`src/core/wil_pkg.sv`:
```
// constants and types of the wake input logic
// assumes one 100 MHz core clock and an AXI4-Lite master outside
// Functional notes
// - both pin edges count as wake events
// - normal or stop mode edge raises interrupt
// - sleep mode enabled edge wakes device
// - fail-safe mode edge always requests restart
// - option: pin level picks PFM or PWM; logic does so in stop mode only
// - modulation select bypasses the wake filter
// - level must persist filter time, else rejected
// - static or cyclic sensing selectable by software
// - disabled pin gives no wake, no interrupt
// - pin level readable in normal and stop
// - pin wake sets pin wake flag
// - bias select: none, pull-down, pull-up
// - bias select three follows detected level
// - interrupt only when pin enabled as source
// - flags sticky until cleared; level never interrupts
// - interrupt output low pulse, no mode change
package wil_pkg;
    localparam int            CLK_MHZ          = 100;
    localparam int            FILTER_TIME_US   = 16;
    localparam int            FILTER_CYC       = FILTER_TIME_US * CLK_MHZ;
    localparam int            INT_PULSE_US     = 100;
    localparam int            INT_GAP_US       = 100;
    localparam int            INT_PULSE_CYC    = INT_PULSE_US * CLK_MHZ;
    localparam int            INT_GAP_CYC      = INT_GAP_US * CLK_MHZ;

    localparam logic [7:0]    CTRL_OFS         = 8'h00;
    localparam logic [7:0]    WAKE_STAT1_OFS   = 8'h04;
    localparam logic [7:0]    LEVEL_STAT_OFS   = 8'h08;
    localparam logic [7:0]    IRQ_STAT_OFS     = 8'h0C;
    localparam logic [7:0]    IRQ_MASK_OFS     = 8'h10;

    localparam int            CTRL_EN_BIT      = 0;
    localparam int            CTRL_CYCLIC_BIT  = 1;
    localparam int            CTRL_MOD_BIT     = 2;
    localparam int            CTRL_BIAS_LO     = 3;
    localparam int            CTRL_BIAS_HI     = 4;
    localparam int            CTRL_W           = 5;
    localparam logic [4:0]    CTRL_RST         = 5'h00;
    localparam logic [1:0]    IRQ_RST          = 2'h0;
    localparam logic [1:0]    MASK_RST         = 2'h0;

    localparam logic [1:0]    BIAS_NONE        = 2'h0;
    localparam logic [1:0]    BIAS_DOWN        = 2'h1;
    localparam logic [1:0]    BIAS_UP          = 2'h2;
    localparam logic [1:0]    BIAS_AUTO        = 2'h3;

    localparam logic [1:0]    MODE_NORMAL      = 2'h0;
    localparam logic [1:0]    MODE_STOP        = 2'h1;
    localparam logic [1:0]    MODE_SLEEP       = 2'h2;
    localparam logic [1:0]    MODE_FAIL_SAFE   = 2'h3;

    localparam logic [1:0]    RESP_OKAY        = 2'h0;
    localparam logic [1:0]    RESP_SLVERR      = 2'h2;

    typedef enum logic [2:0] {
        WIL_PULSE_IDLE = 3'h1,
        WIL_PULSE_LOW  = 3'h2,
        WIL_PULSE_GAP  = 3'h4
    } wil_pulse_state_type;
endpackage

```
`src/core/wil_top.sv`:
```
// wake pin logic with AXI4-Lite register access and interrupt pulse
// assumes power_mode and sense_strobe come from core_clk logic
//
// Local design decisions: the AXI4-Lite register port and the address map.
`timescale 1ns/1ps
module wil_top #(
    parameter int INT_PULSE_CYC = wil_pkg::INT_PULSE_CYC,
    parameter int INT_GAP_CYC   = wil_pkg::INT_GAP_CYC
) (
    input  wire logic        core_clk,
    input  wire logic        rst_b,
    input  wire logic        wake_pin,
    input  wire logic [1:0]  power_mode,
    input  wire logic        sense_strobe,
    output logic             pull_up_en,
    output logic             pull_down_en,
    output logic             mod_override,
    output logic             pwm_select,
    output logic             wake_request,
    output logic             restart_request,
    output logic             int_n,
    output logic             irq,
    input  wire logic [7:0]  s_axi_awaddr,
    input  wire logic        s_axi_awvalid,
    output logic             s_axi_awready,
    input  wire logic [31:0] s_axi_wdata,
    input  wire logic [3:0]  s_axi_wstrb,
    input  wire logic        s_axi_wvalid,
    output logic             s_axi_wready,
    output logic [1:0]       s_axi_bresp,
    output logic             s_axi_bvalid,
    input  wire logic        s_axi_bready,
    input  wire logic [7:0]  s_axi_araddr,
    input  wire logic        s_axi_arvalid,
    output logic             s_axi_arready,
    output logic [31:0]      s_axi_rdata,
    output logic [1:0]       s_axi_rresp,
    output logic             s_axi_rvalid,
    input  wire logic        s_axi_rready
);
    logic                  sync_level;
    logic                  filt_level;
    logic                  filt_prev_q;
    logic                  stored_q;
    logic                  edge_seen;
    logic                  en;
    logic                  mode_active;
    logic                  int_trig_q;
    logic [wil_pkg::CTRL_W-1:0] ctrl_q;
    logic                  pin_wake_flag_q;
    logic                  level_stat_q;
    logic [1:0]            irq_stat_q;
    logic [1:0]            irq_mask_q;
    logic [7:0]            awaddr_q;
    logic [31:0]           wdata_q;
    logic [3:0]            wstrb_q;
    logic                  wr_go;
    logic                  wr_low;
    logic [1:0]            bias;

    wil_filter u_filter (
        .core_clk   (core_clk),
        .rst_b      (rst_b),
        .wake_pin   (wake_pin),
        .sync_level (sync_level),
        .filt_level (filt_level)
    );

    wil_int_pulse #(
        .PULSE_CYC (INT_PULSE_CYC),
        .GAP_CYC   (INT_GAP_CYC)
    ) u_int_pulse (
        .core_clk (core_clk),
        .rst_b    (rst_b),
        .trigger  (int_trig_q),
        .int_n    (int_n)
    );

    assign en          = ctrl_q[wil_pkg::CTRL_EN_BIT];
    assign bias        = ctrl_q[wil_pkg::CTRL_BIAS_HI:wil_pkg::CTRL_BIAS_LO];
    assign mode_active = (power_mode == wil_pkg::MODE_NORMAL) || (power_mode == wil_pkg::MODE_STOP);

    // static: any accepted level change; cyclic: sample against stored
    always_comb begin
        if (ctrl_q[wil_pkg::CTRL_CYCLIC_BIT]) begin
            edge_seen = sense_strobe && (filt_level != stored_q);
        end else begin
            edge_seen = (filt_level != filt_prev_q);
        end
    end

    always_ff @(posedge core_clk or negedge rst_b) begin
        if (!rst_b) begin
            filt_prev_q <= 1'b0;
            stored_q    <= 1'b0;
        end else begin
            filt_prev_q <= filt_level;
            if (sense_strobe) begin
                stored_q <= filt_level;
            end
        end
    end

    // mode outputs are requests only; mode changes are decided elsewhere
    always_ff @(posedge core_clk or negedge rst_b) begin
        if (!rst_b) begin
            wake_request    <= 1'b0;
            restart_request <= 1'b0;
            int_trig_q      <= 1'b0;
        end else begin
            restart_request <= edge_seen && (power_mode == wil_pkg::MODE_FAIL_SAFE);
            wake_request    <= edge_seen && en && (power_mode == wil_pkg::MODE_SLEEP);
            int_trig_q      <= edge_seen && en && mode_active;
        end
    end

    // set wins over a same-cycle clear
    always_ff @(posedge core_clk or negedge rst_b) begin
        if (!rst_b) begin
            pin_wake_flag_q <= 1'b0;
        end else begin
            pin_wake_flag_q <= (pin_wake_flag_q && !(wr_low && awaddr_q == wil_pkg::WAKE_STAT1_OFS && wdata_q[0]))
                               || wake_request || restart_request || int_trig_q;
        end
    end

    // level status stays out of the interrupt path
    always_ff @(posedge core_clk or negedge rst_b) begin
        if (!rst_b) begin
            level_stat_q <= 1'b0;
        end else begin
            level_stat_q <= mode_active && sync_level;
        end
    end

    // bit0 pin interrupt event, bit1 wake or restart request
    always_ff @(posedge core_clk or negedge rst_b) begin
        if (!rst_b) begin
            irq_stat_q <= wil_pkg::IRQ_RST;
            irq     <= 1'b0;
        end else begin
            irq_stat_q[0] <= (irq_stat_q[0] && !(wr_low && awaddr_q == wil_pkg::IRQ_STAT_OFS && wdata_q[0]))
                             || int_trig_q;
            irq_stat_q[1] <= (irq_stat_q[1] && !(wr_low && awaddr_q == wil_pkg::IRQ_STAT_OFS && wdata_q[1]))
                             || wake_request || restart_request;
            irq           <= |(irq_stat_q & irq_mask_q);
        end
    end

    always_ff @(posedge core_clk or negedge rst_b) begin
        if (!rst_b) begin
            pull_up_en   <= 1'b0;
            pull_down_en <= 1'b0;
        end else begin
            case (bias)
                wil_pkg::BIAS_NONE: begin
                    pull_up_en   <= 1'b0;
                    pull_down_en <= 1'b0;
                end
                wil_pkg::BIAS_DOWN: begin
                    pull_up_en   <= 1'b0;
                    pull_down_en <= 1'b1;
                end
                wil_pkg::BIAS_UP: begin
                    pull_up_en   <= 1'b1;
                    pull_down_en <= 1'b0;
                end
                default: begin
                    pull_up_en   <= filt_level;
                    pull_down_en <= !filt_level;
                end
            endcase
        end
    end

    // unfiltered on purpose: the controller drives a clean level
    always_ff @(posedge core_clk or negedge rst_b) begin
        if (!rst_b) begin
            mod_override <= 1'b0;
            pwm_select   <= 1'b0;
        end else begin
            mod_override <= ctrl_q[wil_pkg::CTRL_MOD_BIT] && (power_mode == wil_pkg::MODE_STOP);
            pwm_select   <= ctrl_q[wil_pkg::CTRL_MOD_BIT] && (power_mode == wil_pkg::MODE_STOP) && sync_level;
        end
    end

    // address and data taken in either order, committed once both held
    assign wr_go  = !s_axi_awready && !s_axi_wready && !s_axi_bvalid;
    assign wr_low = wr_go && wstrb_q[0];

    always_ff @(posedge core_clk or negedge rst_b) begin
        if (!rst_b) begin
            s_axi_awready <= 1'b1;
            s_axi_wready  <= 1'b1;
            s_axi_bvalid  <= 1'b0;
            s_axi_bresp   <= wil_pkg::RESP_OKAY;
            awaddr_q      <= 8'h00;
            wdata_q       <= 32'h0000_0000;
            wstrb_q       <= 4'h0;
        end else begin
            if (s_axi_awvalid && s_axi_awready) begin
                s_axi_awready <= 1'b0;
                awaddr_q      <= s_axi_awaddr;
            end
            if (s_axi_wvalid && s_axi_wready) begin
                s_axi_wready <= 1'b0;
                wdata_q      <= s_axi_wdata;
                wstrb_q      <= s_axi_wstrb;
            end
            if (wr_go) begin
                s_axi_bvalid <= 1'b1;
                case (awaddr_q)
                    wil_pkg::CTRL_OFS, wil_pkg::WAKE_STAT1_OFS, wil_pkg::LEVEL_STAT_OFS,
                    wil_pkg::IRQ_STAT_OFS, wil_pkg::IRQ_MASK_OFS: s_axi_bresp <= wil_pkg::RESP_OKAY;
                    default: s_axi_bresp <= wil_pkg::RESP_SLVERR;
                endcase
            end
            if (s_axi_bvalid && s_axi_bready) begin
                s_axi_bvalid  <= 1'b0;
                s_axi_awready <= 1'b1;
                s_axi_wready  <= 1'b1;
            end
        end
    end

    always_ff @(posedge core_clk or negedge rst_b) begin
        if (!rst_b) begin
            ctrl_q     <= wil_pkg::CTRL_RST;
            irq_mask_q <= wil_pkg::MASK_RST;
        end else if (wr_low) begin
            if (awaddr_q == wil_pkg::CTRL_OFS) begin
                ctrl_q <= wdata_q[wil_pkg::CTRL_W-1:0];
            end
            if (awaddr_q == wil_pkg::IRQ_MASK_OFS) begin
                irq_mask_q <= wdata_q[1:0];
            end
        end
    end

    always_ff @(posedge core_clk or negedge rst_b) begin
        if (!rst_b) begin
            s_axi_arready <= 1'b1;
            s_axi_rvalid  <= 1'b0;
            s_axi_rdata   <= 32'h0000_0000;
            s_axi_rresp   <= wil_pkg::RESP_OKAY;
        end else if (s_axi_arvalid && s_axi_arready) begin
            s_axi_arready <= 1'b0;
            s_axi_rvalid  <= 1'b1;
            s_axi_rresp   <= wil_pkg::RESP_OKAY;
            case (s_axi_araddr)
                wil_pkg::CTRL_OFS:       s_axi_rdata <= {27'h0, ctrl_q};
                wil_pkg::WAKE_STAT1_OFS: s_axi_rdata <= {31'h0, pin_wake_flag_q};
                wil_pkg::LEVEL_STAT_OFS: s_axi_rdata <= {31'h0, level_stat_q};
                wil_pkg::IRQ_STAT_OFS:   s_axi_rdata <= {30'h0, irq_stat_q};
                wil_pkg::IRQ_MASK_OFS:   s_axi_rdata <= {30'h0, irq_mask_q};
                default: begin
                    s_axi_rdata <= 32'h0000_0000;
                    s_axi_rresp <= wil_pkg::RESP_SLVERR;
                end
            endcase
        end else if (s_axi_rvalid && s_axi_rready) begin
            s_axi_rvalid  <= 1'b0;
            s_axi_arready <= 1'b1;
        end
    end

    a_failsafe_restart: assert property (@(posedge core_clk) disable iff (!rst_b)
        (edge_seen && power_mode == wil_pkg::MODE_FAIL_SAFE) |=> restart_request)
        else $error("fail-safe edge gave no restart request");
    a_sleep_wake: assert property (@(posedge core_clk) disable iff (!rst_b)
        (edge_seen && en && power_mode == wil_pkg::MODE_SLEEP) |=> wake_request)
        else $error("sleep edge gave no wake request");
    a_disabled_quiet: assert property (@(posedge core_clk) disable iff (!rst_b)
        (!en) |=> (!wake_request && !int_trig_q))
        else $error("disabled pin produced wake or interrupt");
    a_int_trigger: assert property (@(posedge core_clk) disable iff (!rst_b)
        (edge_seen && en && mode_active) |=> int_trig_q ##1 pin_wake_flag_q)
        else $error("active mode edge gave no interrupt and flag");
    a_cyclic_gate: assert property (@(posedge core_clk) disable iff (!rst_b)
        (ctrl_q[wil_pkg::CTRL_CYCLIC_BIT] && !sense_strobe) |-> !edge_seen)
        else $error("cyclic sensing saw edge outside active period");
    a_static_edge: assert property (@(posedge core_clk) disable iff (!rst_b)
        (!ctrl_q[wil_pkg::CTRL_CYCLIC_BIT] && $changed(filt_level) && $past(rst_b)) |-> edge_seen)
        else $error("static sensing missed a filtered edge");
    a_bias_auto: assert property (@(posedge core_clk) disable iff (!rst_b)
        (bias == wil_pkg::BIAS_AUTO) |=> (pull_up_en == $past(filt_level) && pull_down_en != pull_up_en))
        else $error("automatic bias does not follow level");
    a_bias_fixed: assert property (@(posedge core_clk) disable iff (!rst_b)
        (bias == wil_pkg::BIAS_NONE) |=> (!pull_up_en && !pull_down_en))
        else $error("bias current on with no source selected");
    a_mod_level: assert property (@(posedge core_clk) disable iff (!rst_b)
        (ctrl_q[wil_pkg::CTRL_MOD_BIT] && power_mode == wil_pkg::MODE_STOP) |=> (pwm_select == $past(sync_level)))
        else $error("modulation select does not track pin");
    a_flag_hold: assert property (@(posedge core_clk) disable iff (!rst_b)
        (pin_wake_flag_q && !wr_go) |=> pin_wake_flag_q)
        else $error("wake flag cleared without software write");

    c_restart: cover property (@(posedge core_clk) disable iff (!rst_b) restart_request);
    c_wake: cover property (@(posedge core_clk) disable iff (!rst_b) wake_request);
    c_int_pulse: cover property (@(posedge core_clk) disable iff (!rst_b) $fell(int_n));
    c_pwm: cover property (@(posedge core_clk) disable iff (!rst_b) $rose(pwm_select));
endmodule

```
`src/core/wil_filter.sv`:
```
// pin synchroniser and wake filter
// assumes wake_pin is asynchronous comparator output
`timescale 1ns/1ps
module wil_filter (
    input  wire logic core_clk,
    input  wire logic rst_b,
    input  wire logic wake_pin,
    output logic      sync_level,
    output logic      filt_level
);
    logic        s1_q;
    logic        s2_q;
    logic        s3_q;
    logic [15:0] cnt_q;

    // s1 feeds s2 only; a change counts once s2 and s3 agree
    always_ff @(posedge core_clk or negedge rst_b) begin
        if (!rst_b) begin
            s1_q       <= 1'b0;
            s2_q       <= 1'b0;
            s3_q       <= 1'b0;
            sync_level <= 1'b0;
        end else begin
            s1_q <= wake_pin;
            s2_q <= s1_q;
            s3_q <= s2_q;
            if (s2_q == s3_q) begin
                sync_level <= s3_q;
            end
        end
    end

    // any bounce back clears the count, so short pulses never pass
    always_ff @(posedge core_clk or negedge rst_b) begin
        if (!rst_b) begin
            cnt_q      <= 16'h0000;
            filt_level <= 1'b0;
        end else if (sync_level == filt_level) begin
            cnt_q <= 16'h0000;
        end else if (cnt_q == 16'(wil_pkg::FILTER_CYC - 1)) begin
            cnt_q      <= 16'h0000;
            filt_level <= sync_level;
        end else begin
            cnt_q <= cnt_q + 16'h0001;
        end
    end

    a_filter_time: assert property (@(posedge core_clk) disable iff (!rst_b)
        (filt_level != $past(filt_level)) |-> ($past(cnt_q) == 16'(wil_pkg::FILTER_CYC - 1)))
        else $error("filtered level changed before filter time");
endmodule

```
`src/core/wil_int_pulse.sv`:
```
// active-low interrupt pulse with minimum high time between pulses
// assumes trigger is a one-cycle pulse on core_clk
`timescale 1ns/1ps
module wil_int_pulse #(
    parameter int PULSE_CYC = wil_pkg::INT_PULSE_CYC,
    parameter int GAP_CYC   = wil_pkg::INT_GAP_CYC
) (
    input  wire logic core_clk,
    input  wire logic rst_b,
    input  wire logic trigger,
    output logic      int_n
);
    wil_pkg::wil_pulse_state_type state_q;
    logic [15:0]                  cnt_q;
    logic                         pending_q;

    // a trigger during a pulse or gap is held, not dropped
    always_ff @(posedge core_clk or negedge rst_b) begin
        if (!rst_b) begin
            pending_q <= 1'b0;
        end else if (trigger) begin
            pending_q <= (state_q != wil_pkg::WIL_PULSE_IDLE);
        end else if (state_q == wil_pkg::WIL_PULSE_IDLE) begin
            pending_q <= 1'b0;
        end
    end

    always_ff @(posedge core_clk or negedge rst_b) begin
        if (!rst_b) begin
            state_q <= wil_pkg::WIL_PULSE_IDLE;
            cnt_q   <= 16'h0000;
            int_n   <= 1'b1;
        end else begin
            case (state_q)
                wil_pkg::WIL_PULSE_IDLE: begin
                    if (trigger || pending_q) begin
                        state_q <= wil_pkg::WIL_PULSE_LOW;
                        cnt_q   <= 16'h0000;
                        int_n   <= 1'b0;
                    end
                end
                wil_pkg::WIL_PULSE_LOW: begin
                    cnt_q <= cnt_q + 16'h0001;
                    if (cnt_q == 16'(PULSE_CYC - 1)) begin
                        state_q <= wil_pkg::WIL_PULSE_GAP;
                        cnt_q   <= 16'h0000;
                        int_n   <= 1'b1;
                    end
                end
                wil_pkg::WIL_PULSE_GAP: begin
                    cnt_q <= cnt_q + 16'h0001;
                    if (cnt_q == 16'(GAP_CYC - 1)) begin
                        state_q <= wil_pkg::WIL_PULSE_IDLE;
                    end
                end
                default: begin
                    state_q <= wil_pkg::WIL_PULSE_IDLE;
                    int_n   <= 1'b1;
                end
            endcase
        end
    end

    a_pulse_low: assert property (@(posedge core_clk) disable iff (!rst_b)
        $fell(int_n) |=> (!int_n) [*2])
        else $error("interrupt pulse too short");
endmodule

```
`config.mk`:
```
export PLATFORM = sky130hd
export DESIGN_NAME = wil_top
export DESIGN_NICKNAME = d
export VERILOG_FILES = /design/src/core/wil_pkg.sv /design/src/core/wil_top.sv /design/src/core/wil_filter.sv /design/src/core/wil_int_pulse.sv
export SDC_FILE = /design/constraint.sdc
export NUM_CORES = 1
export LEC_CHECK = 0
export BUFFER_PORTS_ARGS = -buffer_cell sky130_fd_sc_hd__buf_2
export CORE_MARGIN = 8
export CORE_UTILIZATION = 35
export DETAILED_ROUTE_END_ITERATION = 6
export PLACE_DENSITY = 0.54
export SLEW_MARGIN = 20
export SYNTH_ARGS = -nofsm -noshare
export SYNTH_HDL_FRONTEND = slang
export SYNTH_SLANG_ARGS = --single-unit
```
`constraint.sdc`:
```
create_clock -name core_clk -period 5.9 [get_ports core_clk]
set_clock_uncertainty 0.05 [all_clocks]
set_input_delay 1.18 -clock core_clk [delete_from_list [all_inputs] [get_ports core_clk]]
set_output_delay 1.18 -clock core_clk [all_outputs]
set_load 0.005 [all_outputs]
```
## Word-level counts from Yosys, hierarchy flattened

Cells that the tools add are included.

| word-level totals | value |
|---|---|
| register bits after elaboration | 118 |
| input port bits | 63 |
| output and inout port bits | 49 |
| logic and storage cells | 157 |

| cells by class | value |
|---|---|
| add/subtract/negate cells | 2 |
| equality and inequality tests | 26 |
| mux-type cells | 30 |
| bitwise operators | 3 |
| reduce and logical (&&, ||, !) cells | 60 |

Operators by type and width:

| operator | number |
|---|---|
| $mux W16 | 4 |
| $pmux W16 S3 | 1 |
| $add A16 B1 Y16 const B | 2 |
| $eq A8 B4 Y1 const B | 4 |
| $pmux W5 S5 | 1 |
| $logic_and A1 B1 Y1 | 24 |
| $eq A16 B11 Y1 const B | 1 |
| $eq A16 B14 Y1 const B | 1 |
| $eq A8 B3 Y1 const B | 2 |
| $eq A8 B5 Y1 const B | 2 |
| $logic_not A8 Y1 | 2 |
| $mux W1 | 15 |
| $reduce_bool A2 Y1 | 5 |
| $reduce_or A5 Y1 | 2 |
| $mux W3 | 3 |
| $pmux W3 S3 | 1 |
| $logic_or A1 B1 Y1 | 8 |
| $reduce_and A2 Y1 | 4 |
| $logic_not A1 Y1 | 7 |
| $eq A2 B2 Y1 const B | 3 |
| $reduce_and A3 Y1 | 2 |
| $reduce_or A2 Y1 | 3 |
| $eq A2 B1 Y1 const B | 2 |
| $logic_not A2 Y1 | 2 |
| 14 further kinds | 20 |

## Logic depth before layout (Yosys ltp)

Gate-level depths: netlist of the first run.

| logic depth | value |
|---|---|
| depth in word-level cells | 11 |
| depth in mapped cells | 7 |
| depth with buffers taken out | 6 |

## By module

A second synthesis of the first run with hierarchy kept.

| second synthesis, totals | value |
|---|---|
| cell total of the unflattened synthesis | 400 |
| area, all modules | 4,312.9 um2 |

By module, submodules not included:

| module | times used | cells each | area an instance (um2) | seq. area each (um2) |
|---|---|---|---|---|
| wil_top | 1 | 188 | 2,195.9 | 1,179.9 |
| wil_int_pulse | 1 | 121 | 1,144.8 | 528.0 |
| wil_filter | 1 | 91 | 972.2 | 525.5 |

## Worst setup path after synthesis of the first run

OpenSTA, ideal clock, no wires.

| path | value |
|---|---|
| kind | input-to-reg |
| start | input s_axi_araddr[2] |
| end | register s_axi_rdata[0] |
| setup time | 0.132 ns |
| arrival | 1.963 ns |
| data required time | 5.718 ns |
| slack | 3.755 ns |
| stages | 4 |
| buffers on the path | 0 |
| cells stage by stage | mux4_2 -> nor2b_1 -> a31oi_1 -> o31ai_1 |

| between the ends | value |
|---|---|
| word-level cells in the longest chain between the ends | 2 |
| elaborated cells between the ends (all ways) | 6 |
| those cells by class | eq/ne: 4; mux: 1; reduce/logical: 1 |

Ends and longest elaborated chain:

| item | RTL line | source |
|---|---|---|
| start, declared | wil_top.sv:33 | `input wire logic [7:0] s_axi_araddr,` |
| $eq A8 B5 Y1 (tied with other cells) | wil_top.sv:250 | `case (s_axi_araddr)` |
| $pmux W5 S5 (*) | wil_top.sv:250 |  |
| end signal, assigned | wil_top.sv:251 | `wil_pkg::CTRL_OFS: s_axi_rdata <= {27'h0, ctrl_q};` |
| end signal, assigned | wil_top.sv:252 | `wil_pkg::WAKE_STAT1_OFS: s_axi_rdata <= {31'h0, pin_wake_flag_q};` |
| end signal, assigned | wil_top.sv:253 | `wil_pkg::LEVEL_STAT_OFS: s_axi_rdata <= {31'h0, level_stat_q};` |
| end, declared | wil_top.sv:36 | `output logic [31:0] s_axi_rdata,` |

Mark *: on every way between the ends. The rest lies on a longest branch, timed or not.
A chain may end at the register's enable or synchronous reset.

## Worst setup path in the final report of the first run

| path | value |
|---|---|
| start | register u_int_pulse.cnt_q[12] |
| end | register u_int_pulse.cnt_q[11] |

| between the ends | value |
|---|---|
| word-level cells in the longest chain between the ends | 3 |

Ends and longest elaborated chain:

| item | RTL line | source |
|---|---|---|
| start, declared | wil_int_pulse.sv:14 | `logic [15:0] cnt_q;` |
| start signal, assigned | wil_int_pulse.sv:43 | `cnt_q <= cnt_q + 16'h0001;` |
| start signal, assigned | wil_int_pulse.sv:51 | `cnt_q <= cnt_q + 16'h0001;` |
| $eq A16 B14 Y1 | wil_int_pulse.sv:44 | `if (cnt_q == 16'(PULSE_CYC - 1)) begin` |
| $mux W16 | wil_int_pulse.sv:44 |  |
| $pmux W16 S3 | wil_int_pulse.sv:34 | `case (state_q)` |

No other way between the ends.

==> tab_implementation.tex, run 1 <==
\begin{tabular}{lr}
\hline
Metric & Value \\
\hline
\multicolumn{2}{l}{\textbf{Outcome}} \\
Outcome & complete, no violations \\
\multicolumn{2}{l}{\textbf{Hold path}} \\
Worst min-delay path class & flip-flop to flip-flop \\
Min-delay src & u\_filter.s1\_q \\
\multicolumn{2}{l}{\textbf{Logic synthesis}} \\
Synth warnings & 0 \\
Mean Syn Cell Area & 10.6 um2 \\
Largest family of logic cells by synthesized area & simple AND/OR/NAND/NOR gates \\
Post-synthesis adder-cell area fraction & 0.838\% \\
Post-synthesis compound-gate area fraction & 9.64\% \\
Most frequently used flop master after synthesis & sky130\_fd\_sc\_hd\_\_dfrtp\_1 \\
EDFF count, synth & 0 \\
Post-synthesis register bit count & 89 \\
Leading area contributor after synthesis & sky130\_fd\_sc\_hd\_\_dfrtp\_1 \\
Basic-gate share of the synthesized area counting and, or, nand and nor cells & 18.4\% \\
Share of the yosys chip area belonging to registers & 53.4\% \\
Share of the synthesized netlist area taken by xor and xnor gates & 3.56\% \\
Multiplexer area fraction after synthesis & 6.44\% \\
Ys async rst share & 100\% \\
Share of Yosys cell area claimed by the top area cell type & 50.3\% \\
Netlist area before placement & 0.00418 mm2 \\
Top post-synthesis cells by area & sky130\_fd\_sc\_hd\_\_dfrtp\_1, sky130\_fd\_sc\_hd\_\_mux2\_2, sky130\_fd\_sc\_hd\_\_buf\_4 \\
Unique masters post-synth & 53 \\
Post-synthesis cell count & 396 \\
\multicolumn{2}{l}{\textbf{Drt}} \\
Overall via count from detail\_route & 2,951 \\
Number of vias per cell & 4.89 \\
Number of detailed-route iterations in the first pass & 4 \\
Iter 0 DRT Violations & 208 \\
Count of antenna-violating nets left after detailed routing & 0 \\
DRC & 0 \\
Wire per inst & 13.9 um \\
Total Routed Length & 8380 um \\
\multicolumn{2}{l}{\textbf{Clocking}} \\
Number of resized instances in the post-cts repair step & 0 \\
Clock latency of the later-clocked register in the worst-skew pair & 0.33 ns \\
Deepest clock path buffer count & 2 \\
Register clock-pin slew on the reported worst setup and hold paths & 0.06 ns \\
Post-CTS Setup Repair Bufs & 0 \\
CTS tree & yes \\
CTS Sinks & 89 \\
Master cell of the clock root buffer & sky130\_fd\_sc\_hd\_\_clkbuf\_16 \\
Total of hold buffers inserted after clock tree synthesis & 0 \\
Number of buffers added by the clock tree synthesis step & 9 \\
H-tree Lvls & 3 \\
\multicolumn{2}{l}{\textbf{Timing}} \\
Setup repair after global routing missed its margin & false \\
Final hold violation count & 0 \\
Shortest clock period the worst path allows after layout & 2.43 ns \\
Number of endpoints failing setup at the final stage & 0 \\
Worst-margin pin slew & 0.890 ns \\
Rel. slew slack & 40.4\% \\
Final Max Tran Viols & 0 \\
Fin crit share & 41.2\% \\
Worst hold slack across all endpoints & 0.308 ns \\
Post-Route Setup TNS & 0 ns \\
Peak Freq & 412 MHz \\
\multicolumn{2}{l}{\textbf{Finish}} \\
Final \#Nets & 516 \\
Layout Area Growth over Synthesis & 14.7\% \\
Count of antenna diodes in the layout & 0 \\
Share of final-layout standard cells stronger than drive strength 1 & 22.8\% \\
Final core area utilization & 40.6\% \\
Fill cells & 1,155 \\
\multicolumn{2}{l}{\textbf{Setup path}} \\
Maximum fanout along the worst path & 18 \\
Kind of end point of the critical path & flip-flop \\
Worst reg2reg path startpoint & u\_int\_pulse.cnt\_q[12] \\
Critical path startpoint & u\_int\_pulse.cnt\_q[12] \\
Kind of launch point of the worst setup path & flip-flop \\
Required time of the critical path & 6.07 ns \\
End of the worst register-to-register path & u\_int\_pulse.cnt\_q[11] \\
Data arrival time of the critical path & 2.60 ns \\
Type of the worst setup path & flip-flop to flip-flop \\
Endpoint of the worst setup timing path & u\_int\_pulse.cnt\_q[11] \\
FF-to-FF path depth & 5 \\
Worst setup slack for register-to-register paths & 3.47 ns \\
\multicolumn{2}{l}{\textbf{Global route}} \\
Maximum number of pins on one net before global-route repair & 60 \\
Global-route total usage across every layer & 11.3\% \\
First-pass GRT wire length & 14,800 um \\
Vias in the first global route & 3,005 \\
Initial antenna violation count & 0 \\
GR Overflow Total & 0 \\
\multicolumn{2}{l}{\textbf{Floorplan}} \\
Placement Rows & 40 \\
Die footprint & 0.0157 mm2 \\
Starting Density & 35.4\% \\
Chip Height & 125 um \\
Die Span X & 125 um \\
Core outline area & 0.0118 mm2 \\
Count of pins on the block boundary & 112 \\
\multicolumn{2}{l}{\textbf{Flow run}} \\
Reported max-cap violation count & 0 \\
\multicolumn{2}{l}{\textbf{Pwr}} \\
Highest ir drop seen on vdd & 131 uV \\
Leakage & 2.23 nW \\
Power per Cell Area & 319 mW/mm2 \\
\multicolumn{2}{l}{\textbf{Place}} \\
Port-buffer cells & 52 \\
Detailed placement HPWL & 6110 um \\
Global placement routability congestion & 0.765 \\
\hline
\end{tabular}
[flip-flops by register name (all words and copies together) (netlist names), 2 cells and up]
register	cells
irq_mask_q	2
u_filter.cnt_q	16
u_int_pulse.cnt_q	16
awaddr_q	8
u_int_pulse.state_q	3
wdata_q	5
ctrl_q	5
s_axi_rdata	5
irq_stat_q	2
[layout make-up]
type	instances	area (um2)	share of cell area [%]
inverters	18	67.6	1.41
clock buffers	12	256	5.35
flip-flops and latches	89	2230	46.6
multi-input cells	280	1730	36.1
repair buffers	53	270	5.64
clock inverters	4	51.3	1.07
well taps	147	184	3.84
[report_power, final]
group	total (mW)	switching, mW	internal [mW]	leakage (nW)
combinational	0.185	0.0844	0.100	0.908
sequential	0.768	0.0700	0.698	1.17
clock	0.577	0.225	0.351	0.149
[metal layers]
layer  vias to the layer above  part of all wire [%]  GRT usage (%)
met4                         0                   1.5           4.51
met2                        74                    47           18.0
met5                         -                     0              0
li1                       1437                     -              -
met1                      1430                    45           13.6
met3                        10                   6.6           4.12
[cells in the mapped netlist, drive strengths merged (10+ instances only)]
| cell type | instances |
|---|---|
| inv | 18 |
| dfrtp | 84 |
| nor2 | 37 |
| o21ai | 19 |
| xnor2 | 10 |
| nor3 | 13 |
| a21oi | 12 |
| mux2 | 21 |
| nand3 | 15 |
| buf | 32 |
| nand2 | 30 |
[worst max-delay path, cell delays in order, from the launching register on]
cell	delay, ns
sky130_fd_sc_hd__dfrtp_1	0.43
sky130_fd_sc_hd__nor4b_1	0.50
sky130_fd_sc_hd__nand4_1	0.27
sky130_fd_sc_hd__a21oi_2	0.63
sky130_fd_sc_hd__o21ai_0	0.20
sky130_fd_sc_hd__a21bo_2	0.24
[worst min path at each step]
stage | cells after the start | slack, ns | to
after global placement | 0 | 0.31 | u_filter.s2_q
after floorplan | 0 | 0.28 | u_filter.s2_q
final | 0 | 0.31 | u_filter.s2_q
after detailed placement | 0 | 0.31 | u_filter.s2_q
after global routing | 0 | 0.31 | u_filter.s2_q
after CTS | 0 | 0.32 | u_filter.s2_q
[placed cells by master (no fill, tap or decap), drive strengths merged, types with 4 or more instances in the layout]
cell type   n
a21o        4
a21oi      12
a22o        7
a31oi       6
and3        5
buf        53
clkbuf     12
conb       29
dfrtp      84
dfstp       5
inv        18
mux2       21
nand2      30
nand3      15
nand4       7
nor2       37
nor2b       4
nor3       13
nor4        7
o21ai      19
or3         6
xnor2      10
xor2        7
[through the flow]
step / cell area, um2 / setup WS (ns) / power, mW / instances
after floorplan: 4290 / 3.76 / 0.900 / 424
after global placement: 4490 / 3.50 / 0.961 / 587
after detailed placement: 4490 / 3.45 / 0.970 / 587
after CTS: 4800 / 3.44 / 1.56 / 603
after global routing: 4800 / 3.25 / 1.62 / 603
final: 4800 / 3.47 / 1.53 / 603
[kinds of logic after synthesis]
| family | Yosys count |
|---|---|
| AOI/OAI and AO/OA | 62 |
| muxes | 23 |
| and+or+nand+nor | 146 |
| xor gates and xnor gates | 17 |
| adders and majority gates | 3 |
| buffers and inverters | 55 |
| DFF | 89 |
| other | 1 |
(Power assumes the default switching activity.)
==> run 2: changes to the inputs <==
==> constraint.sdc (replaced) <==
create_clock -name core_clk -period 2.5 [get_ports core_clk]
set_clock_uncertainty 0.05 [all_clocks]
set_input_delay 0.5 -clock core_clk [delete_from_list [all_inputs] [get_ports core_clk]]
set_output_delay 0.5 -clock core_clk [all_outputs]
set_load 0.005 [all_outputs]
==> tab_implementation.tex, run 2 (same netlist as run 1, synthesis figures left out) <==
\begin{tabular}{lr}
\hline
Metric & Value \\
\hline
\multicolumn{2}{l}{\textbf{Clocking}} \\
Deepest clock path buffer count & 2 \\
Number of resized instances in the post-cts repair step & 0 \\
CTS Sinks & 89 \\
Number of buffers added by the clock tree synthesis step & 9 \\
Master cell of the clock root buffer & sky130\_fd\_sc\_hd\_\_clkbuf\_16 \\
Clock latency of the later-clocked register in the worst-skew pair & 0.34 ns \\
Register clock-pin slew on the reported worst setup and hold paths & 0.06 ns \\
CTS tree & yes \\
H-tree Lvls & 3 \\
Total of hold buffers inserted after clock tree synthesis & 0 \\
Post-CTS Setup Repair Bufs & 0 \\
\multicolumn{2}{l}{\textbf{Timing}} \\
Number of endpoints failing setup at the final stage & 0 \\
Peak Freq & 478 MHz \\
Final Max Tran Viols & 0 \\
Post-Route Setup TNS & 0 ns \\
Setup repair after global routing missed its margin & false \\
Rel. slew slack & 50.4\% \\
Final hold violation count & 0 \\
Shortest clock period the worst path allows after layout & 2.09 ns \\
Min setup slack post-route & 0.408 ns \\
Worst-margin pin slew & 0.737 ns \\
Fin crit share & 83.7\% \\
\multicolumn{2}{l}{\textbf{Finish}} \\
Count of antenna diodes in the layout & 0 \\
Layout Area Growth over Synthesis & 16.3\% \\
Leading cell type in the layout, fill and taps excluded & sky130\_fd\_sc\_hd\_\_dfrtp\_1 \\
Area taken by flip-flops and latches & 0.00223 mm2 \\
Final \#Nets & 520 \\
Fill cells & 1,151 \\
Share of final-layout standard cells stronger than drive strength 1 & 23.7\% \\
Post-route cell area & 0.00486 mm2 \\
Leading registers by flop count & u\_filter.cnt\_q (16), u\_int\_pulse.cnt\_q (16), awaddr\_q (8) \\
Multi-input gate area in the final layout & 0.00173 mm2 \\
Commonest non-fill, non-tap cells in the layout & sky130\_fd\_sc\_hd\_\_dfrtp\_1, sky130\_fd\_sc\_hd\_\_buf\_2, sky130\_fd\_sc\_hd\_\_nor2\_1 \\
\multicolumn{2}{l}{\textbf{Hold path}} \\
Worst min-delay path class & input pin to asynchronous set/reset pin \\
\multicolumn{2}{l}{\textbf{Drt}} \\
DRC & 0 \\
Number of vias per cell & 4.89 \\
Overall via count from detail\_route & 2,968 \\
Count of antenna-violating nets left after detailed routing & 0 \\
Total Routed Length & 8290 um \\
Iter 0 DRT Violations & 261 \\
Number of detailed-route iterations in the first pass & 4 \\
Wire per inst & 13.7 um \\
\multicolumn{2}{l}{\textbf{Place}} \\
Global placement routability congestion & 0.780 \\
Detailed placement HPWL & 6080 um \\
Worst slack at placement & 0.410 ns \\
Dpl cell area & 0.00453 mm2 \\
Port-buffer cells & 52 \\
\multicolumn{2}{l}{\textbf{Outcome}} \\
Outcome & complete, no violations \\
\multicolumn{2}{l}{\textbf{Setup path}} \\
Worst setup slack for register-to-register paths & 0.41 ns \\
Worst reg2reg path startpoint & u\_int\_pulse.cnt\_q[12] \\
FF-to-FF path depth & 6 \\
Critical path startpoint & u\_int\_pulse.cnt\_q[12] \\
Maximum fanout along the worst path & 10 \\
Data arrival time of the critical path & 2.27 ns \\
Type of the worst setup path & flip-flop to flip-flop \\
End of the worst register-to-register path & u\_int\_pulse.cnt\_q[11] \\
Kind of end point of the critical path & flip-flop \\
Required time of the critical path & 2.68 ns \\
Endpoint of the worst setup timing path & u\_int\_pulse.cnt\_q[11] \\
Kind of launch point of the worst setup path & flip-flop \\
\multicolumn{2}{l}{\textbf{Global route}} \\
Initial antenna violation count & 0 \\
First-pass GRT wire length & 14,300 um \\
Maximum number of pins on one net before global-route repair & 50 \\
GR Overflow Total & 0 \\
Global-route total usage across every layer & 11.1\% \\
Vias in the first global route & 2,958 \\
\multicolumn{2}{l}{\textbf{Pwr}} \\
Leakage & 2.26 nW \\
Highest ir drop seen on vdd & 287 uV \\
Power per Cell Area & 765 mW/mm2 \\
\multicolumn{2}{l}{\textbf{Floorplan}} \\
Starting Density & 35.4\% \\
Die footprint & 0.0157 mm2 \\
Count of pins on the block boundary & 112 \\
Core outline area & 0.0118 mm2 \\
Die Span X & 125 um \\
Placement Rows & 40 \\
Chip Height & 125 um \\
\multicolumn{2}{l}{\textbf{Flow run}} \\
Reported max-cap violation count & 0 \\
\hline
\end{tabular}
[run 2: cell count changes in the layout (fill, tap and decap cells not counted)]
| cell | change |
|---|---|
| sky130_fd_sc_hd__buf_12 | +1 |
| sky130_fd_sc_hd__buf_4 | +3 |
| sky130_fd_sc_hd__bufinv_16 | +1 |
| sky130_fd_sc_hd__clkbuf_1 | -1 |
| sky130_fd_sc_hd__clkbuf_8 | -1 |
| sky130_fd_sc_hd__inv_6 | +1 |
[run 2: worst min-delay path by stage]
stage	start	endpoint	slack, ns
2_1_floorplan	rst_b	awaddr_q[0]	0.15
3_3_place_gp	u_filter.s1_q	u_filter.s2_q	0.31
3_5_place_dp	u_filter.s1_q	u_filter.s2_q	0.30
4_1_cts	rst_b	s_axi_rvalid	0.14
5_1_grt	rst_b	s_axi_rvalid	0.18
6_report	rst_b	ctrl_q[2]	0.13
[run 2: where the power goes]
group,switching (mW),internal (mW)
registers,0.161,1.65
clock network,0.561,0.906
logic,0.200,0.240
[run 2: area by class of cell]
cell class	instances	share of cell area, %
clock buffers	10	4.92
clock inverters	6	1.85
inverters	18	1.39
multi-input cells	280	35.7
flip-flops and latches	89	46.0
well taps	147	3.78
repair buffers	57	6.44
[run 2: metal layers]
layer / up-vias / share of wire (%) / global-route usage (%)
met5: - / 0 / 0
met4: 0 / 2.1 / 5.80
met3: 11 / 5.9 / 3.91
met2: 68 / 47 / 17.4
met1: 1436 / 45 / 13.3
li1: 1453 / - / -
[run 2: stage by stage]
step	total power [mW]	util, %	cells	hold WS [ns]
floorplan	2.12	-	424	0.154
global placement	2.27	38.4	591	0.311
detailed placement	2.29	38.4	591	0.298
CTS	3.78	41.1	607	0.141
global route	3.92	41.1	607	0.180
finish	3.72	41.1	607	0.126
[run 2: critical path, stage by stage, from the launching register on]
cell                      delay, ns
sky130_fd_sc_hd__dfrtp_1       0.42
sky130_fd_sc_hd__nor4b_1       0.43
sky130_fd_sc_hd__nand4_1       0.24
sky130_fd_sc_hd__a21oi_2       0.31
sky130_fd_sc_hd__buf_4         0.22
sky130_fd_sc_hd__o21ai_0       0.10
sky130_fd_sc_hd__a21bo_2       0.22
==> run 3: changes to the inputs <==
==> constraint.sdc (replaced) <==
create_clock -name core_clk -period 2.1 [get_ports core_clk]
set_clock_uncertainty 0.05 [all_clocks]
set_input_delay 0.42 -clock core_clk [delete_from_list [all_inputs] [get_ports core_clk]]
set_output_delay 0.42 -clock core_clk [all_outputs]
set_load 0.005 [all_outputs]
==> tab_implementation.tex, run 3 (same netlist as run 1, synthesis figures left out) <==
\begin{tabular}{lr}
\hline
Metric & Value \\
\hline
\multicolumn{2}{l}{\textbf{Clocking}} \\
H-tree Lvls & 3 \\
Deepest clock path buffer count & 2 \\
Number of buffers added by the clock tree synthesis step & 9 \\
Master cell of the clock root buffer & sky130\_fd\_sc\_hd\_\_clkbuf\_16 \\
CTS tree & yes \\
Register clock-pin slew on the reported worst setup and hold paths & 0.06 ns \\
Clock latency of the later-clocked register in the worst-skew pair & 0.34 ns \\
CTS Sinks & 89 \\
\multicolumn{2}{l}{\textbf{Finish}} \\
Leading cell type in the layout, fill and taps excluded & sky130\_fd\_sc\_hd\_\_dfrtp\_1 \\
Share of final-layout standard cells stronger than drive strength 1 & 25.9\% \\
Layout Area Growth over Synthesis & 18.3\% \\
Final \#Nets & 535 \\
Number of cells in the finished layout apart from fillers & 621 \\
Leading registers by flop count & u\_filter.cnt\_q (16), u\_int\_pulse.cnt\_q (16), awaddr\_q (8) \\
Fill cells & 1,169 \\
Count of antenna diodes in the layout & 0 \\
Post-route cell area & 0.00494 mm2 \\
Commonest non-fill, non-tap cells in the layout & sky130\_fd\_sc\_hd\_\_dfrtp\_1, sky130\_fd\_sc\_hd\_\_buf\_2, sky130\_fd\_sc\_hd\_\_nor2\_1 \\
\multicolumn{2}{l}{\textbf{Global route}} \\
First-pass GRT wire length & 15,100 um \\
Maximum number of pins on one net before global-route repair & 38 \\
Global-route total usage across every layer & 11.7\% \\
Initial antenna violation count & 0 \\
GR Overflow Total & 0 \\
Vias in the first global route & 3,107 \\
\multicolumn{2}{l}{\textbf{Setup path}} \\
Longest individual stage delay on the worst path & 0.59 ns \\
Required time of the critical path & 2.28 ns \\
Cells along the critical path & ha\_1 > nand3\_1 > or4\_1 > and3\_1 > a211o\_1 \\
Kind of end point of the critical path & flip-flop \\
Data arrival time of the critical path & 2.16 ns \\
Family with the most delay on the worst path & simple AND/OR/NAND/NOR gates \\
Critical path buffers and inverters & 0 \\
Maximum fanout along the worst path & 4 \\
Type of the worst setup path & flip-flop to flip-flop \\
Cell with the biggest individual delay on the critical path & sky130\_fd\_sc\_hd\_\_or4\_1 \\
Kind of launch point of the worst setup path & flip-flop \\
\multicolumn{2}{l}{\textbf{Timing}} \\
Setup repair after global routing missed its margin & false \\
Number of endpoints failing setup at the final stage & 0 \\
Rel. slew slack & 66.7\% \\
Final hold violation count & 0 \\
Final Max Tran Viols & 0 \\
Peak Freq & 503 MHz \\
Fin crit share & 94.7\% \\
Post-Route Setup TNS & 0 ns \\
Worst hold slack across all endpoints & 0.144 ns \\
Worst-margin pin slew & 0.494 ns \\
Min setup slack post-route & 0.112 ns \\
Shortest clock period the worst path allows after layout & 1.99 ns \\
\multicolumn{2}{l}{\textbf{Hold path}} \\
Worst min-delay path class & input pin to flip-flop \\
\multicolumn{2}{l}{\textbf{Outcome}} \\
Outcome & complete, no violations \\
\multicolumn{2}{l}{\textbf{Drt}} \\
Wire per inst & 14.0 um \\
Overall via count from detail\_route & 3,031 \\
Number of vias per cell & 4.88 \\
DRC & 0 \\
Count of antenna-violating nets left after detailed routing & 0 \\
Iter 0 DRT Violations & 165 \\
Number of detailed-route iterations in the first pass & 4 \\
Total Routed Length & 8690 um \\
\multicolumn{2}{l}{\textbf{Floorplan}} \\
Core outline area & 0.0118 mm2 \\
Count of pins on the block boundary & 112 \\
Chip Height & 125 um \\
Die Span X & 125 um \\
Die footprint & 0.0157 mm2 \\
Starting Density & 35.4\% \\
Placement Rows & 40 \\
\multicolumn{2}{l}{\textbf{Pwr}} \\
Leakage & 2.32 nW \\
Highest ir drop seen on vdd & 369 uV \\
Power per Cell Area & 870 mW/mm2 \\
\multicolumn{2}{l}{\textbf{Place}} \\
Worst slack at placement & 0.0740 ns \\
Port-buffer cells & 52 \\
Placed Instances & 604 \\
Dpl cell area & 0.00463 mm2 \\
Detailed placement HPWL & 6370 um \\
Global placement routability congestion & 0.761 \\
\multicolumn{2}{l}{\textbf{Flow run}} \\
Reported max-cap violation count & 0 \\
\hline
\end{tabular}
==> run 3: final timing paths <==
check,startpoint,endpoint,slack (ns),depth (start not counted)
worst max-delay path,u_int_pulse.cnt_q[1],u_int_pulse.cnt_q[12],0.11,5
worst max register to register,u_int_pulse.cnt_q[1],u_int_pulse.cnt_q[12],0.11,5
worst min-delay path,wake_pin,u_filter.s1_q,0.14,1
max in group asynchronous,rst_b,u_filter.cnt_q[11],0.84,3
worst min register to register,u_filter.s1_q,u_filter.s2_q,0.31,0
min in group asynchronous,rst_b,s_axi_rvalid,0.50,2
==> run 3: area by class of cell <==
type	instances	area, um2	area share, %
Clock inverter	6	67.6	1.37
Tap cell	147	184	3.72
Clock buffer	9	225	4.55
Multi-Input combinational cell	280	1740	35.2
Inverter	18	67.6	1.37
Timing Repair Buffer	72	428	8.65
Sequential cell	89	2230	45.2
==> run 3: repair_timing <==
item                                   4_1_cts  5_1_grt
setup endpoints to repair                    0        2
endpoints found under the hold margin       25        0
gates resized for setup                      0        1
buffers inserted                             0        1
hold buffers                                 1        0
==> run 3: stage by stage <==
step | power (mW) | utilization, %
3_5_place_dp | 2.73 | 39.2
3_3_place_gp | 2.71 | 39.2
5_1_grt | 4.53 | 41.9
6_report | 4.30 | 41.9
2_1_floorplan | 2.53 | -
4_1_cts | 4.35 | 41.7
==> run 3: power breakdown <==
group / switching, mW / total (mW) / internal [mW]
Sequential: 0.202 / 2.16 / 1.96
Combinational: 0.244 / 0.544 / 0.300
Clock: 0.671 / 1.59 / 0.921
==> run 3: metal layers <==
layer	GRT usage, %	share of wire, %	wire (um)	vias up
li1	-	-	-	1474
met1	14.0	46	4040	1491
met2	19.1	47	4050	55
met3	4.29	5.4	472	11
met4	4.08	1.4	124	0
met5	0	0	0	-
